File: config.mk
export PLATFORM = sky130hd
export DESIGN_NAME = vcfr_top
export DESIGN_NICKNAME = d
export VERILOG_FILES = /design/src/shared/vcfr_pkg.sv /design/src/hw/vcfr_sync.sv /design/src/hw/vcfr_valley_cnt.sv /design/src/hw/vcfr_top.sv
export VERILOG_INCLUDE_DIRS = /design/src /design/src/shared
export SDC_FILE = /design/constraint.sdc
export NUM_CORES = 1
export LEC_CHECK = 0
export BUFFER_PORTS_ARGS = -buffer_cell sky130_fd_sc_hd__buf_4
export CAP_MARGIN = 20
export CELL_PAD_IN_SITES_DETAIL_PLACEMENT = 0
export CELL_PAD_IN_SITES_GLOBAL_PLACEMENT = 1
export CORE_UTILIZATION = 50
export CTS_CLUSTER_SIZE = 8
export DETAILED_ROUTE_END_ITERATION = 6
export GPL_TIMING_DRIVEN = 0
export PLACE_DENSITY = 0.91
export SETUP_SLACK_MARGIN = 0.3
export SLEW_MARGIN = 10
export SYNTH_ARGS = -nofsm -noshare
export SYNTH_HDL_FRONTEND = slang
export SYNTH_SLANG_ARGS = --single-unit
File: constraint.sdc
create_clock -name clk -period 4.5 [get_ports clk]
set_clock_uncertainty 0.15 [all_clocks]
set_input_delay 0.675 -clock clk [delete_from_list [all_inputs] [get_ports clk]]
set_output_delay 0.675 -clock clk [all_outputs]
set_load 0.005 [all_outputs]
File: src/shared/vcfr_cfg.svh
// constants for the valley count frequency reduction block
// How it works
// - judge feedback once per 48 ms period
// - always below low: step target up, max 7
// - between low and high: hold target
// - above high only: step target down, min 1
// - above reset threshold: load target with 1
// - target stays within 1 to 7
// - target starts at 1
// - line level picks low/high threshold set
// - valley count stays within 0 to 7
// - count falling crossings while switch off
// - clear valley count on gate rise
// - overvoltage while off latches after blanking
// - soft-start 12 ms in 4 steps
// - peak limit steps 0.32 V to 1 V
// - logic decides switch-on, analog decides switch-off
// - supply above turn-on: stop charging, soft-start
// - after suppression, on when count reaches target
// - off too long: force gate on
`ifndef VCFR_CFG_SVH
`define VCFR_CFG_SVH

// ********************************
// clock
// ********************************
`define VCFR_CLK_PERIOD_NS      20

// ********************************
// times in their own units
// ********************************
`define VCFR_UPDATE_PERIOD_MS   48
`define VCFR_SOFT_START_MS      12
`define VCFR_SOFT_START_STEPS   4
`define VCFR_MAX_OFF_NS         50000
`define VCFR_RS_SHORT_NS        2000
`define VCFR_RS_LONG_NS         25000
`define VCFR_OVP_BLANK_NS       1000

// ********************************
// derived cycle counts
// ********************************
`define VCFR_UPDATE_CYCLES ((`VCFR_UPDATE_PERIOD_MS * 1000000) / `VCFR_CLK_PERIOD_NS)
`define VCFR_SS_STEP_CYCLES \
	((`VCFR_SOFT_START_MS * 1000000) / (`VCFR_CLK_PERIOD_NS * `VCFR_SOFT_START_STEPS))
`define VCFR_MAX_OFF_CYCLES (`VCFR_MAX_OFF_NS / `VCFR_CLK_PERIOD_NS)
`define VCFR_RS_SHORT_CYCLES ((`VCFR_RS_SHORT_NS + `VCFR_CLK_PERIOD_NS - 1) / `VCFR_CLK_PERIOD_NS)
`define VCFR_RS_LONG_CYCLES ((`VCFR_RS_LONG_NS + `VCFR_CLK_PERIOD_NS - 1) / `VCFR_CLK_PERIOD_NS)
`define VCFR_OVP_BLANK_CYCLES \
	((`VCFR_OVP_BLANK_NS + `VCFR_CLK_PERIOD_NS - 1) / `VCFR_CLK_PERIOD_NS)

// ********************************
// counter limits and reset values
// ********************************
`define VCFR_TARGET_MIN         3'h1
`define VCFR_TARGET_MAX         3'h7
`define VCFR_TARGET_RESET       3'h1
`define VCFR_VALLEY_MAX         3'h7
`define VCFR_VALLEY_RESET       3'h0
`define VCFR_STEP_LAST          2'h3
`define VCFR_STEP_RESET         2'h0

// ********************************
// analog levels: ends of the peak limit step code, and the valley crossing level
// ********************************
`define VCFR_CS_LIMIT_START_MV  320
`define VCFR_CS_LIMIT_FINAL_MV  1000
`define VCFR_VALLEY_CROSS_MV    100

`endif

File: src/shared/vcfr_pkg.sv
// types shared by the valley count frequency reduction block
package vcfr_pkg;

	// ********************************
	// comparator inputs, one bit each
	// ********************************
	typedef struct packed {
		logic fb_above_low;     // feedback above fb_low_threshold
		logic fb_above_high;    // feedback above fb_high_threshold
		logic fb_above_reset;   // feedback above fb_reset_threshold
		logic valley_below;     // valley_sense below valley_crossing_threshold
		logic valley_above_ovp; // valley_sense above valley_overvoltage_threshold
		logic valley_above_rs;  // valley_sense above ringing suppression level
		logic supply_above_on;  // supply above supply_turn_on_threshold
		logic high_line;        // line level detector
		logic pwm_off;          // analog switch-off comparator
	} vcfr_analog_s;

	// ********************************
	// sticky feedback flags of a period
	// ********************************
	typedef struct packed {
		logic low;
		logic high;
		logic reset;
	} vcfr_fb_flags_s;

	typedef logic [2:0] vcfr_count_t;   // valley and target counters

	// operating phase, gray along charge -> run -> latched
	typedef enum logic [1:0] {
		VCFR_PH_CHARGE  = 2'b00,
		VCFR_PH_RUN     = 2'b01,
		VCFR_PH_LATCHED = 2'b11
	} vcfr_phase_e;

	// gate cycle, gray along on -> suppress -> wait
	typedef enum logic [1:0] {
		VCFR_GT_ON       = 2'b00,
		VCFR_GT_SUPPRESS = 2'b01,
		VCFR_GT_WAIT     = 2'b11
	} vcfr_gate_e;

endpackage

File: src/hw/vcfr_sync.sv
// two-flop synchroniser for a bundle of independent levels
module vcfr_sync #(
	parameter int WIDTH = 1
) (
	input  wire logic             clk,
	input  wire logic             resetn,
	input  wire logic [WIDTH-1:0] async_in,
	output logic      [WIDTH-1:0] sync_out
);

	logic [WIDTH-1:0] stage1;   // metastable stage, read only by stage two

	// ********************************
	// two stages, no logic between them
	// ********************************
	always_ff @(posedge clk or negedge resetn)
	begin
		if (!resetn)
		begin
			stage1   <= '0;
			sync_out <= '0;
		end
		else
		begin
			stage1   <= async_in;
			sync_out <= stage1;
		end
	end

endmodule

File: src/hw/vcfr_valley_cnt.sv
// saturating valley counter, cleared when the gate turns on
`include "vcfr_cfg.svh"

module vcfr_valley_cnt (
	input  wire logic           clk,
	input  wire logic           resetn,
	input  wire logic           clear,
	input  wire logic           step,
	output vcfr_pkg::vcfr_count_t count
);

	// ********************************
	// count crossings, saturate at top
	// ********************************
	always_ff @(posedge clk or negedge resetn)
	begin
		if (!resetn)
			count <= `VCFR_VALLEY_RESET;
		// clear wins: a crossing at turn-on belongs to the old cycle
		// clear on rise
		else if (clear)
			count <= `VCFR_VALLEY_RESET;
		else if (step)
		begin
			if (count != `VCFR_VALLEY_MAX)
				count <= count + 3'h1;
		end
	end

endmodule

File: src/hw/vcfr_top.sv
// switch-on control, valley counting, soft-start and latch-off
`include "vcfr_cfg.svh"

module vcfr_top #(
	parameter int UPDATE_CYCLES  = `VCFR_UPDATE_CYCLES,
	parameter int SS_STEP_CYCLES = `VCFR_SS_STEP_CYCLES,
	parameter int MAX_OFF_CYCLES = `VCFR_MAX_OFF_CYCLES,
	parameter int RS_SHORT_CYCLES = `VCFR_RS_SHORT_CYCLES,
	parameter int RS_LONG_CYCLES = `VCFR_RS_LONG_CYCLES,
	parameter int OVP_BLANK_CYCLES = `VCFR_OVP_BLANK_CYCLES
) (
	input  wire logic                   clk,
	input  wire logic                   resetn,
	input  wire vcfr_pkg::vcfr_analog_s analog_in,
	output logic                        gate_output,
	output logic                        startup_cell_en,
	output logic                        fb_threshold_sel,
	output logic [1:0]                  cs_limit_step,
	output logic                        soft_start_active,
	output logic                        latched_off,
	output vcfr_pkg::vcfr_count_t       target_valley,
	output vcfr_pkg::vcfr_count_t       valley_count
);

	// ********************************
	// counter widths
	// ********************************
	localparam int UW = $clog2(UPDATE_CYCLES + 1);    // period counter
	localparam int SW = $clog2(SS_STEP_CYCLES + 1);   // soft-start step
	localparam int OW = $clog2(MAX_OFF_CYCLES + 1);   // off-time timer
	localparam int RW = $clog2(RS_LONG_CYCLES + RS_SHORT_CYCLES + 1);
	localparam int BW = $clog2(OVP_BLANK_CYCLES + 1); // ovp blanking

	localparam logic [UW-1:0] UPD_LAST = UW'(UPDATE_CYCLES - 1);
	localparam logic [SW-1:0] SS_LAST  = SW'(SS_STEP_CYCLES - 1);
	localparam logic [OW-1:0] OFF_LAST = OW'(MAX_OFF_CYCLES - 1);
	localparam logic [RW-1:0] RS_SHORT = RW'(RS_SHORT_CYCLES - 1);
	localparam logic [RW-1:0] RS_LONG  = RW'(RS_LONG_CYCLES - 1);
	localparam logic [BW-1:0] OVP_LAST = BW'(OVP_BLANK_CYCLES - 1);

	// ********************************
	// declarations
	// ********************************
	vcfr_pkg::vcfr_analog_s   cmp;             // synchronised comparators
	logic                     valley_below_d;  // last crossing level
	vcfr_pkg::vcfr_phase_e    phase;           // operating phase
	vcfr_pkg::vcfr_gate_e     gate_state;      // gate cycle state
	vcfr_pkg::vcfr_gate_e     next_gate_state; // its next value
	vcfr_pkg::vcfr_fb_flags_s sticky;          // flags of this period
	vcfr_pkg::vcfr_fb_flags_s seen;            // sticky or this cycle
	logic [UW-1:0]            upd_cnt;         // period position
	logic                     period_end;      // last cycle of a period
	logic [SW-1:0]            ss_cnt;          // position in a step
	logic [OW-1:0]            off_cnt;         // cycles with gate off
	logic [RW-1:0]            rs_cnt;          // suppression remaining
	logic [BW-1:0]            ovp_cnt;         // overvoltage persistence
	logic                     running;         // phase is run
	logic                     gate_rise;       // gate turns on this edge
	logic                     valley_step;     // one falling crossing

	// ********************************
	// target decision for a period
	// ********************************
	function automatic vcfr_pkg::vcfr_count_t next_target(
		input vcfr_pkg::vcfr_count_t    cur,
		input vcfr_pkg::vcfr_fb_flags_s f
	);
		vcfr_pkg::vcfr_count_t res;
		res = cur;
		if (f.reset)
			res = `VCFR_TARGET_MIN;
		else if (f.high)
		begin
			if (cur > `VCFR_TARGET_MIN)
				res = cur - 3'h1;
		end
		else if (f.low)
			res = cur;
		else
		begin
			if (cur < `VCFR_TARGET_MAX)
				res = cur + 3'h1;
		end
		return res;
	endfunction

	// ********************************
	// input synchronisers
	// ********************************
	// every comparator is analog, so all of them cross in
	vcfr_sync #(
		.WIDTH ($bits(vcfr_pkg::vcfr_analog_s))
	) u_sync (
		.clk      (clk),
		.resetn   (resetn),
		.async_in (analog_in),
		.sync_out (cmp)
	);

	// ********************************
	// valley counter
	// ********************************
	vcfr_valley_cnt u_valley (
		.clk    (clk),
		.resetn (resetn),
		.clear  (gate_rise),
		.step   (valley_step),
		.count  (valley_count)
	);

	assign running = (phase == vcfr_pkg::VCFR_PH_RUN);

	// falling ramp through the crossing level, switch off only
	// crossing while off
	assign valley_step = running && (gate_state != vcfr_pkg::VCFR_GT_ON)
		&& cmp.valley_below && !valley_below_d;

	// gate rising edge, seen one edge ahead of the output
	assign gate_rise = (next_gate_state == vcfr_pkg::VCFR_GT_ON)
		&& (gate_state != vcfr_pkg::VCFR_GT_ON);

	// ********************************
	// crossing edge history
	// ********************************
	always_ff @(posedge clk or negedge resetn)
	begin
		if (!resetn)
			valley_below_d <= 1'b0;
		else
			valley_below_d <= cmp.valley_below;
	end

	// ********************************
	// start-up and latch-off phases
	// ********************************
	always_ff @(posedge clk or negedge resetn)
	begin
		if (!resetn)
			phase <= vcfr_pkg::VCFR_PH_CHARGE;
		else
		begin
			unique case (phase)
				// waiting for the supply capacitor to charge
				vcfr_pkg::VCFR_PH_CHARGE:
				begin
					if (cmp.supply_above_on)
						phase <= vcfr_pkg::VCFR_PH_RUN;
				end
				// normal switching with soft-start first
				vcfr_pkg::VCFR_PH_RUN:
				begin
					if (cmp.valley_above_ovp && (ovp_cnt == OVP_LAST))
						phase <= vcfr_pkg::VCFR_PH_LATCHED;
				end
				// held until a fresh power-up reset
				vcfr_pkg::VCFR_PH_LATCHED:
					phase <= vcfr_pkg::VCFR_PH_LATCHED;
				default:
					phase <= vcfr_pkg::VCFR_PH_CHARGE;
			endcase
		end
	end

	// ********************************
	// start-up cell and latch flag
	// ********************************
	always_ff @(posedge clk or negedge resetn)
	begin
		if (!resetn)
		begin
			startup_cell_en <= 1'b1;
			latched_off     <= 1'b0;
		end
		else
		begin
			startup_cell_en <= (phase == vcfr_pkg::VCFR_PH_CHARGE)
				&& !cmp.supply_above_on;
			latched_off <= (phase == vcfr_pkg::VCFR_PH_LATCHED)
				|| (running && cmp.valley_above_ovp && (ovp_cnt == OVP_LAST));
		end
	end

	// ********************************
	// overvoltage blanking
	// ********************************
	// a glitch shorter than the blanking restarts the count
	always_ff @(posedge clk or negedge resetn)
	begin
		if (!resetn)
			ovp_cnt <= '0;
		else if (running && (gate_state != vcfr_pkg::VCFR_GT_ON)
			&& cmp.valley_above_ovp)
		begin
			if (ovp_cnt != OVP_LAST)
				ovp_cnt <= ovp_cnt + BW'(1);
		end
		else
			ovp_cnt <= '0;
	end

	// ********************************
	// soft-start stepping
	// ********************************
	always_ff @(posedge clk or negedge resetn)
	begin
		if (!resetn)
		begin
			ss_cnt            <= '0;
			cs_limit_step     <= `VCFR_STEP_RESET;
			soft_start_active <= 1'b0;
		end
		else if (!running)
		begin
			// restart from the lowest limit at every start-up
			ss_cnt            <= '0;
			cs_limit_step     <= `VCFR_STEP_RESET;
			soft_start_active <= (phase == vcfr_pkg::VCFR_PH_CHARGE)
				&& cmp.supply_above_on;
		end
		else if (soft_start_active)
		begin
			if (ss_cnt == SS_LAST)
			begin
				ss_cnt <= '0;
				if (cs_limit_step == `VCFR_STEP_LAST)
					soft_start_active <= 1'b0;
				else
					cs_limit_step <= cs_limit_step + 2'h1;
			end
			else
				ss_cnt <= ss_cnt + SW'(1);
		end
	end

	// ********************************
	// update period timer
	// ********************************
	assign period_end = running && (upd_cnt == UPD_LAST);

	always_ff @(posedge clk or negedge resetn)
	begin
		if (!resetn)
			upd_cnt <= '0;
		else if (!running || period_end)
			upd_cnt <= '0;
		else
			upd_cnt <= upd_cnt + UW'(1);
	end

	// ********************************
	// sticky feedback flags
	// ********************************
	assign seen.low   = sticky.low   || cmp.fb_above_low;
	assign seen.high  = sticky.high  || cmp.fb_above_high;
	assign seen.reset = sticky.reset || cmp.fb_above_reset;

	always_ff @(posedge clk or negedge resetn)
	begin
		if (!resetn)
			sticky <= '0;
		else if (!running)
			sticky <= '0;
		else if (period_end)
		begin
			sticky.low   <= cmp.fb_above_low;
			sticky.high  <= cmp.fb_above_high;
			sticky.reset <= cmp.fb_above_reset;
		end
		else
			sticky <= seen;
	end

	// ********************************
	// target valley counter
	// ********************************
	always_ff @(posedge clk or negedge resetn)
	begin
		if (!resetn)
			target_valley <= `VCFR_TARGET_RESET;
		else if (phase == vcfr_pkg::VCFR_PH_CHARGE)
			target_valley <= `VCFR_TARGET_RESET;
		else if (period_end)
			target_valley <= next_target(target_valley, seen);
	end

	// ********************************
	// threshold set selection
	// ********************************
	// changed at the boundary so one period is judged on one set
	always_ff @(posedge clk or negedge resetn)
	begin
		if (!resetn)
			fb_threshold_sel <= 1'b0;
		else if (!running || period_end)
			fb_threshold_sel <= cmp.high_line;
	end

	// ********************************
	// gate cycle decision
	// ********************************
	always_comb
	begin
		next_gate_state = gate_state;
		if (!running)
			next_gate_state = vcfr_pkg::VCFR_GT_WAIT;
		else
		begin
			unique case (gate_state)
				vcfr_pkg::VCFR_GT_ON:
				begin
					if (cmp.pwm_off)
						next_gate_state = vcfr_pkg::VCFR_GT_SUPPRESS;
				end
				vcfr_pkg::VCFR_GT_SUPPRESS:
				begin
					if (off_cnt == OFF_LAST)
						next_gate_state = vcfr_pkg::VCFR_GT_ON;
					else if (rs_cnt == '0)
						next_gate_state = vcfr_pkg::VCFR_GT_WAIT;
				end
				vcfr_pkg::VCFR_GT_WAIT:
				begin
					if (valley_count >= target_valley)
						next_gate_state = vcfr_pkg::VCFR_GT_ON;
					else if (off_cnt == OFF_LAST)
						next_gate_state = vcfr_pkg::VCFR_GT_ON;
				end
				default:
					next_gate_state = vcfr_pkg::VCFR_GT_WAIT;
			endcase
		end
	end

	// ********************************
	// gate state and output
	// ********************************
	always_ff @(posedge clk or negedge resetn)
	begin
		if (!resetn)
		begin
			gate_state  <= vcfr_pkg::VCFR_GT_WAIT;
			gate_output <= 1'b0;
		end
		else
		begin
			gate_state  <= next_gate_state;
			gate_output <= (next_gate_state == vcfr_pkg::VCFR_GT_ON);
		end
	end

	// ********************************
	// ringing suppression timer
	// ********************************
	// level at turn-off picks the length; low level rings longer
	always_ff @(posedge clk or negedge resetn)
	begin
		if (!resetn)
			rs_cnt <= '0;
		else if (next_gate_state == vcfr_pkg::VCFR_GT_SUPPRESS
			&& gate_state == vcfr_pkg::VCFR_GT_ON)
			rs_cnt <= cmp.valley_above_rs ? RS_SHORT : RS_LONG;
		else if (rs_cnt != '0)
			rs_cnt <= rs_cnt - RW'(1);
	end

	// ********************************
	// maximum off-time timer
	// ********************************
	always_ff @(posedge clk or negedge resetn)
	begin
		if (!resetn)
			off_cnt <= '0;
		else if (!running || next_gate_state == vcfr_pkg::VCFR_GT_ON)
			off_cnt <= '0;
		else if (off_cnt != OFF_LAST)
			off_cnt <= off_cnt + OW'(1);
	end

endmodule

-- After elaboration in Yosys (flattened, before gate mapping)
Index checks and enable logic that the tools add are counted.
- add/sub/neg operators: 9
- $lt $le $gt $ge: 3
- eq/ne operators: 21
- multiplexer cells: 41
- reduce and logical (&&, ||, !) cells: 37
- operator list (cell ; count):
    $mux 18 ; 3
    $mux 3 ; 12
    $mux 11 ; 3
    $mux 12 ; 2
    $mux 2 ; 12
    $add 22x1->22 const B ; 1
    $eq 22x22->1 const B ; 1
    $mux 22 ; 1
    $add 18x1->18 const B ; 1
    $eq 18x18->1 const B ; 1
    $add 12x1->12 const B ; 1
    $eq 12x12->1 const B ; 1
    $logic_and 1x1->1 ; 12
    $mux 6 ; 2
    $ne 12x12->1 const B ; 1
    $pmux 2 s3 ; 2
    $reduce_bool 2->1 ; 6
    $logic_not 11->1 ; 1
    $reduce_bool 11->1 ; 1
    $sub 11x1->11 const B ; 1
    $ne 2x1->1 const B ; 4
    $add 3x1->3 const B ; 2
    $add 6x1->6 const B ; 1
    $eq 2x1->1 const B ; 3
    20 further kinds ; 36
- register bits: 108
- input port bits: 11
- output and inout port bits: 13
- logic and storage cells: 132

-- Longest topological paths before layout
Gate-level depths: netlist of the first run.
- depth in word-level cells: 9
- mapped depth: 8
- gate-level depth less buffers: 7

-- Modules after synthesis
Synthesis of the first run repeated with hierarchy kept, for this count alone.
- cells, all modules: 486
- area total of the unflattened synthesis: 5133.7 um^2
- modules (own cells, without submodules) (module ; times used ; cells each ; area an instance (um^2) ; seq. area each (um^2)):
    vcfr_top ; 1 ; 453 ; 4499.3 ; 2182.1
    vcfr_sync ; 1 ; 18 ; 450.4 ; 450.4
    vcfr_valley_cnt ; 1 ; 15 ; 183.9 ; 75.1

-- Worst setup path after synthesis of the first run
No wires, ideal clock.
- path kind: flip-flop to flip-flop
- start point: register target_valley[0]
- end point: register off_cnt[10]
- setup time: 0.094 ns
- arrival time: 1.900 ns
- data required time: 4.256 ns
- slack: 2.356 ns
- cell stages (with the launch flop): 8
- buffers on the path: 1
- clock period less this slack: 2.144 ns
- cells stage by stage: dfstp_2 > ha_1 > nand2b_1 > a21o_1 > a21oi_1 > o21ai_1 > clkbuf_1 > a211oi_1
- longest elaborated chain between the ends: 7
- elaborated cells between the ends (all ways): 8
- those cells by class: 1 x order compare; 4 x mux; 3 x reduce/logical
- ends and longest elaborated chain (element ; RTL line ; text):
    start: declaration ; vcfr_top.sv:21 ; output vcfr_pkg::vcfr_count_t target_valley,
    start signal: assignment ; vcfr_top.sv:279 ; target_valley <= `VCFR_TARGET_RESET;
    start signal: assignment ; vcfr_top.sv:281 ; target_valley <= `VCFR_TARGET_RESET;
    start signal: assignment ; vcfr_top.sv:283 ; target_valley <= next_target(target_valley, seen);
    $ge 3x3->1 * ; vcfr_top.sv:323 ; if (valley_count >= target_valley)
    $mux 2 * ; vcfr_top.sv:323 ;
    $pmux 2 s3 * ; vcfr_top.sv:308 ; unique case (gate_state)
    $mux 2 * ; vcfr_top.sv:304 ; if (!running)
    $logic_not 2->1 * ; vcfr_top.sv:373 ; else if (!running || next_gate_state == vcfr_pkg::VCFR_GT_ON)
    $logic_or 1x1->1 * ; vcfr_top.sv:373 ;
    $mux 12 or $reduce_bool 2->1 (tied branches) ; n/a ;
    end signal: assignment ; vcfr_top.sv:376 ; off_cnt <= off_cnt + OW'(1);
    end: declaration ; vcfr_top.sv:54 ; logic [OW-1:0] off_cnt;
Mark *: on every way between the ends. The rest lies on a longest branch, timed or not.
A chain may end at the register's enable or synchronous reset.

-- Worst setup path after layout of the first run
- start point: register target_valley[0]
- end point: register off_cnt[11]
Same word-level chain as after synthesis.

==> results of run 1 <==
## per-layer routing
metal / share of wire, % / track usage, %
met1: 48 / 28.0
met2: 47 / 34.2
met3: 3.9 / 5.45
met4: 0.88 / 5.71
met5: 0 / 0
## placed cells by master (no fill, tap or decap), drive strengths merged, types with 3 or more instances in the layout
| cell type | instances |
|---|---|
| dfrtp | 104 |
| nor2 | 65 |
| nand2 | 37 |
| nand3 | 31 |
| xnor2 | 29 |
| clkbuf | 28 |
| buf | 24 |
| a211oi | 20 |
| a21oi | 19 |
| xor2 | 19 |
| nor3 | 18 |
| inv | 17 |
| ha | 15 |
| o21ai | 14 |
| and3 | 12 |
| nand4 | 11 |
| nor4 | 11 |
| a21o | 7 |
| mux2i | 6 |
| nor4b | 6 |
| nor2b | 5 |
| or3 | 4 |
| and4 | 4 |
| nand2b | 4 |
| dfstp | 4 |
| a311oi | 3 |
| mux2 | 3 |
| a31oi | 3 |
| a32o | 3 |
| or4 | 3 |
## through the flow
stage	hold WS [ps]	total power, mW	cell area, um^2	utilization [%]
3_3_place_gp	183	1.81	5560	55.9
4_1_cts	209	2.40	5730	57.6
2_1_floorplan	181	1.67	5230	-
5_1_grt	211	2.54	5730	57.6
3_5_place_dp	186	1.85	5570	55.9
6_report	207	2.37	5730	57.6
## final cells by class
| cell class | instances | area, um^2 | area share [%] |
|---|---|---|---|
| timing repair buffer | 23 | 176 | 3.08 |
| multi-input combinational | 374 | 2390 | 41.7 |
| buffer | 16 | 63.8 | 1.11 |
| tap | 133 | 166 | 2.90 |
| clock buffer | 13 | 139 | 2.42 |
| clock inverter | 3 | 25.0 | 0.437 |
| sequential | 108 | 2710 | 47.2 |
| inverter | 17 | 63.8 | 1.11 |
## state kept, by name, summed over array words and instances, names as in the netlist
register	flops
cs_limit_step	2
fb_threshold_sel	1
gate_output	1
gate_state	2
latched_off	1
off_cnt	12
ovp_cnt	6
phase	2
rs_cnt	11
soft_start_active	1
ss_cnt	18
startup_cell_en	1
sticky	3
target_valley	3
u_sync.stage1	9
u_sync.sync_out	9
u_valley.count	3
upd_cnt	22
valley_below_d	1
## power by group
group / switching [mW] / total [mW] / leakage (nW) / internal [mW]
logic: 0.259 / 0.507 / 0.963 / 0.248
clock network: 0.329 / 0.535 / 0.0782 / 0.206
registers: 0.196 / 1.33 / 1.36 / 1.13
## worst max-delay path: cells and delay by family (launching register included)
| family | cells | cell delay (ps) |
|---|---|---|
| AO/OA/AOI/OAI | 4 | 950 |
| flip-flops | 1 | 650 |
| buffers and inverters | 1 | 280 |
| adder cells (fa/ha/maj) | 1 | 260 |
| AND/OR/NAND/NOR | 1 | 140 |
## logic make-up after synthesis
| kind of cell | Yosys count | share of synthesized area [%] |
|---|---|---|
| buffers and inverters | 33 | 2.44 |
| AO/OA/AOI/OAI | 81 | 10.8 |
| multiplexers | 9 | 1.80 |
| adder cells (fa/ha/maj) | 15 | 3.59 |
| flip-flops | 108 | 51.8 |
| XOR/XNOR | 48 | 8.05 |
| AND/OR/NAND/NOR | 221 | 21.6 |
## final timing paths
kind,slack [ps],to,cells after the start
worst max-delay path,1970,off_cnt[11],7
worst min-delay path,210,u_sync.sync_out[3],0
worst max register to register,1970,off_cnt[11],7
worst min register to register,210,u_sync.sync_out[3],0
max in group asynchronous,3290,off_cnt[11],1
min in group asynchronous,260,rs_cnt[9],1
==> results.md, run 1 <==
| Quantity | This run | Unit |
|---|---|---|
| Die span in y | 104 | um |
| Sequential area share after synthesis | 51.8 | % |
| CP Data Required Time | 4630 | ps |
| Fraction of final layout cells sized beyond drive strength 1 | 9.03 | % |
| Post-CTS Hold Fix Bufs | 0 | - |
| RSZ-0062 raised after global routing | false | - |
| Vias in the first global route | 3906 | - |
| Floorplan die area | 10900 | um^2 |
| Antenna diode count | 0 | - |
| Mean area per synthesized cell | 10.1 | um^2 |
| Startpoint kind of the worst setup timing path | register | - |
| # DRC | 0 | - |
| Top achievable clock speed | 0.396 | GHz |
| Maximum fanout along the worst path | 10 | - |
| Shortest clock period the worst path allows after layout | 2530 | ps |
| Slowest cell on crit path | dfstp_2 | - |
| Number of ports placed on the die boundary | 24 | - |
| Run status | finished clean | - |
| Count of pins over their slew limit | 0 | - |
| Initial antenna violation count | 0 | - |
| Remaining number of nets flagged by the antenna check after routing | 0 | - |
| Clk sink count | 108 | - |
| Row count | 36 | - |
| Maximum level of the CTS H-tree | 3 | - |
| Number of I/O port buffers | 23 | - |
| Routed wire per std cell | 15.2 | um |
| Number of setup violations in the final report | 0 | - |
| Period Utilization, post-route | 56.2 | % |
| Root Driver | clkbuf_8 | - |
| Cell breakdown of the critical path | ha_1 > nand2b_1 > a21o_1 > a21oi_1 > o21ai_1 > clkbuf_1 > a211oi_1 | - |
| Floorplan die width | 104 | um |
| Fin nets | 575 | - |
| Start-to-end type of the worst setup path | register to register | - |
| Areal power density over the cells | 414 | nW/um^2 |
| Commonest cells post-synth | dfrtp_1 (104), nor2_1 (65), nand2_1 (37) | - |
| FILL cells | 897 | - |
| Total count of hold-check failures in the final report | 0 | - |
| Distinct cells, synth | 52 | - |
| Final Instance Count excl. Fillers | 687 | - |
| Static leakage | 2.40 | nW |
| Worst setup EP type | register | - |
| Max clock buf depth | 2 | - |
| Clock tree from TritonCTS | done | - |
| Class of the tightest hold or removal check | register to register | - |
| Pre-CTS WS | 1980 | ps |
| Flops & latches, synth | 108 | - |
| IR Drop Worst-Case VDD | 0.267 | mV |
| Routability congestion estimate | 0.854 | - |
| Overall fraction of global-route tracks in use | 21.1 | % |
| Drt initial violations | 225 | - |
| Yosys warning total | 0 | - |
| Synth top area share | 49.8 | % |
| Number of synthesized flops with an enable pin | 0 | - |
| Number of vias in the routed layout | 3904 | - |
| Initial cell density of the core | 52.5 | % |
| Inserted Clock Buffers | 9 | - |
| Clock-pin slew on the worst setup and hold paths | 100 | ps |
| Dominant cell type by area after synthesis | dfrtp_1 | - |
| Top cells by area, synth | dfrtp_1 (50%), xnor2_1 (4.9%), nor2_1 (4.7%), ha_1 (3.6%), xor2_1 (3.2%) | - |
| Area growth from synthesis to layout | 9.70 | % |
| Slew at the pin closest to its max-slew limit | 963 | ps |
| Synthesized area | 5230 | um^2 |
| Routed wire length | 10.5 | mm |
| Hold Crit Start | u_sync.stage1[3] | - |
| Primary FF master, synth | dfrtp_1 | - |
| Overflow after GRT | 0 | - |
| Async S/R FF share, synth | 100 | % |
| Setup TNS Final | 0 | ps |
| Most repeated cell in the gate-level netlist after synthesis | dfrtp_1 | - |
| Number of buffers inserted to repair setup after CTS | 0 | - |
| Critical path data arrival time | 2660 | ps |
| Worst-case setup margin in the final layout | 1970 | ps |
| Net count of the mapped netlist | 541 | - |
| Largest incremental delay on the critical path | 650 | ps |
| HPWL reported at the end of detailed placement | 7.21 | mm |
| Post-DR vias/cell | 5.68 | - |
| Wire length of the first global-routing pass | 18.4 | mm |
| Slew headroom | 35.8 | % |
| Detailed Routing Iterations Pass 1 | 4 | - |
| Pin count of the biggest net entering global routing | 109 | - |
| Timing startpoint of the critical path | target_valley[0] | - |
| Post-synthesis cell count | 515 | - |
| Core Box Area | 9950 | um^2 |
| Start of the worst register-to-register path | target_valley[0] | - |
| CTS resizes | 0 | - |
| Number of maximum-capacitance violations | 0 | - |
| Clock latency reported for the late side of the worst-skew pair | 380 | ps |
| Number of cells in the design after placement | 671 | - |
(Power assumes the default switching activity.)
==> inputs of run 2 (changes only) <==
--- a/config.mk
+++ b/config.mk
@@ -10,11 +10,11 @@
 export CAP_MARGIN = 20
 export CELL_PAD_IN_SITES_DETAIL_PLACEMENT = 0
 export CELL_PAD_IN_SITES_GLOBAL_PLACEMENT = 1
-export CORE_UTILIZATION = 50
+export CORE_UTILIZATION = 49
 export CTS_CLUSTER_SIZE = 8
 export DETAILED_ROUTE_END_ITERATION = 6
 export GPL_TIMING_DRIVEN = 0
-export PLACE_DENSITY = 0.91
+export PLACE_DENSITY = 0.9
 export SETUP_SLACK_MARGIN = 0.3
 export SLEW_MARGIN = 10
 export SYNTH_ARGS = -nofsm -noshare
==> constraint.sdc (replaced) <==
create_clock -name clk -period 2.5 [get_ports clk]
set_clock_uncertainty 0.15 [all_clocks]
set_input_delay 0.375 -clock clk [delete_from_list [all_inputs] [get_ports clk]]
set_output_delay 0.375 -clock clk [all_outputs]
set_load 0.005 [all_outputs]
==> run 2 against run 1 <==
  * Worst hold slack worse by 3.4 ps
  * Worst setup slack worse by 1600 ps
  * Global-route usage is 0.53 points lower
  * Sequential power is 80% higher
  * Clock power is 91% higher
  * Power is 86% higher
==> results.md, run 2 (synthesized netlist as in run 1, its figures left out) <==
| Quantity | This run | Unit | Delta |
|---|---|---|---|
| Routed wire per std cell | 14.9 | um | -2.5% |
| RSZ-0062 raised after global routing | true | - |  |
| Number of maximum-capacitance violations | 0 | - | unchanged |
| Total placed instance area | 5570 | um^2 | about the same |
| Overall fraction of global-route tracks in use | 20.5 | % | -0.53 points |
| Cell breakdown of the critical path | or3b_4 > or4_4 > a2111oi_4 > nand2b_1 > a21oi_1 | - |  |
| Fraction of final layout cells sized beyond drive strength 1 | 13.6 | % | +4.6 points |
| Clock latency reported for the late side of the worst-skew pair | 390 | ps | about the same |
| Die span in y | 105 | um | +1.0% |
| Maximum level of the CTS H-tree | 3 | - | unchanged |
| Class of the tightest hold or removal check | register to register | - |  |
| Number of I/O port buffers | 23 | - | unchanged |
| Remaining number of nets flagged by the antenna check after routing | 0 | - | unchanged |
| IR Drop Worst-Case VDD | 0.613 | mV | +130% |
| Area growth from synthesis to layout | 14.8 | % |  |
| Tot Pwr | 4.41 | mW | +86% |
| Core Box Area | 10300 | um^2 | +3.7% |
| Wire length of the first global-routing pass | 18.2 | mm | -0.94% |
| Pin count of the biggest net entering global routing | 109 | - | unchanged |
| Register bank with the most flops | upd_cnt | - |  |
| Critical path data arrival time | 2260 | ps | -400 ps |
| Setup TNS Final | 0 | ps | unchanged |
| Count of pins over their slew limit | 0 | - | unchanged |
| Floorplan die area | 11100 | um^2 | +2.0% |
| Vias in the first global route | 3901 | - | -0.13% |
| Worst-case setup margin in the final layout | 358 | ps | -1610 ps |
| Largest registers ranked by flip-flop count | upd_cnt x22, ss_cnt x18, off_cnt x12 | - |  |
| Worst setup EP type | register | - |  |
| Initial antenna violation count | 0 | - | unchanged |
| Shortest clock period the worst path allows after layout | 2140 | ps | -386 ps |
| Clock-pin slew on the worst setup and hold paths | 110 | ps | about the same |
| Antenna diode count | 0 | - | unchanged |
| Clock tree from TritonCTS | done | - |  |
| Routability congestion estimate | 0.832 | - | -2.6% |
| CP Data Required Time | 2620 | ps | -2010 ps |
| Initial cell density of the core | 50.6 | % | -1.9 points |
| Start-to-end type of the worst setup path | register to register | - |  |
| Top achievable clock speed | 0.467 | GHz | +18% |
| Number of flip-flops under the largest register name | 22 | - | unchanged |
| Maximum fanout along the worst path | 6 | - | -4 |
| Final design area excluding fillers | 6000 | um^2 | +4.7% |
| HPWL reported at the end of detailed placement | 7.07 | mm | -1.9% |
| Slew headroom | 36.8 | % | +0.97 points |
| Slew at the pin closest to its max-slew limit | 949 | ps | -14.5 ps |
| Inserted Clock Buffers | 9 | - | unchanged |
| Row count | 37 | - | +2.8% |
| Number of setup violations in the final report | 0 | - | unchanged |
| Clk sink count | 108 | - | unchanged |
| Slowest cell on crit path | or4_4 | - |  |
| Floorplan die width | 105 | um | +1.0% |
| Post-DR vias/cell | 5.60 | - | -1.4% |
| Static leakage | 2.53 | nW | +5.5% |
| Most common cell after layout, fill and taps aside | dfrtp_1 | - |  |
| Number of ports placed on the die boundary | 24 | - | unchanged |
| Run status | finished clean | - |  |
| Total count of hold-check failures in the final report | 0 | - | unchanged |
| Routed wire length | 10.5 | mm | +0.49% |
| Largest incremental delay on the critical path | 510 | ps | -140 ps |
| Number of vias in the routed layout | 3966 | - | +1.6% |
| Drt initial violations | 257 | - | +14% |
| Fin nets | 593 | - | +3.1% |
| Areal power density over the cells | 736 | nW/um^2 | +78% |
| Pre-CTS WS | 12.2 | ps | -1970 ps |
| # DRC | 0 | - | unchanged |
| Overflow after GRT | 0 | - | unchanged |
| Detailed Routing Iterations Pass 1 | 5 | - | +1 |
| Max clock buf depth | 2 | - | unchanged |
| Commonest cells after routing, fill and taps aside | dfrtp_1 (103), nor2_1 (65), nand2_1 (37), buf_4 (32), nand3_1 (30) | - |  |
| Period Utilization, post-route | 85.7 | % | +29 points |
| Startpoint kind of the worst setup timing path | register | - |  |
| Worst hold margin | 203 | ps | -3.44 ps |
| Root Driver | clkbuf_8 | - |  |
[run 2: cell types whose count changed in the layout (fill, tap and decap cells not counted), moves of 3 or more]
cell | before | now
buf_4 | 23 | 32
dlygate4sd3_1 | 0 | 10
clkbuf_2 | 0 | 3
clkbuf_1 | 19 | 11
[run 2: metrics by stage]
step                      utilization [%]  std cells
after global routing                 58.1        708
after detailed placement             54.0        674
after floorplan                         -        515
after global placement               53.9        674
after CTS                            57.4        705
final                                58.1        708
[run 2: final timing paths]
kind	from	slack [ps]	cells after the start	end
setup / recovery	upd_cnt[8]	360	5	target_valley[1]
hold / removal	u_sync.stage1[4]	200	0	u_sync.sync_out[4]
setup reg to reg	upd_cnt[8]	360	5	target_valley[1]
hold reg to reg	u_sync.stage1[4]	200	0	u_sync.sync_out[4]
max in group asynchronous	resetn	1010	2	upd_cnt[0]
min in group asynchronous	resetn	530	2	rs_cnt[6]
[run 2: report_power, final]
part           internal [mW]  switching, mW  total (mW)  leakage, nW
clock network          0.380          0.641        1.02       0.0897
registers               2.04          0.352        2.39         1.36
logic                  0.504          0.499        1.00         1.08
total                   2.92           1.49        4.41         2.53
[run 2: critical path: cells and delay by family (launching register included)]
family	cells	cell delay (ps)
AO/OA/AOI/OAI	2	400
flip-flops	1	400
AND/OR/NAND/NOR	3	1080
[run 2: per-layer routing]
metal / vias to the layer above / wire (um) / global-route usage [%]
met2: 63 / 5000 / 32.1
met5: - / 0 / 0
li1: 1934 / - / -
met4: 0 / 105 / 5.23
met3: 11 / 370 / 5.44
met1: 1958 / 5040 / 28.5
[run 2: cell type report]
cell class	count	area (um^2)
Tap cell	136	170
Timing Repair Buffer	41	337
Sequential cell	108	2710
Fill cell	891	4320
Clock inverter	7	60.1
Buffer	16	71.3
Inverter	17	63.8
Multi-Input combinational cell	374	2470
Clock buffer	9	124
[run 2: what timing repair did]
action / CTS / global route
setup buffers: 5 / 3
setup endpoints to repair: 44 / 45
pin swaps: 5 / 6
resized for setup: 8 / 15
hold buffers: 10 / 0
hold endpoints to repair: 30 / 0
cloned: 0 / 0
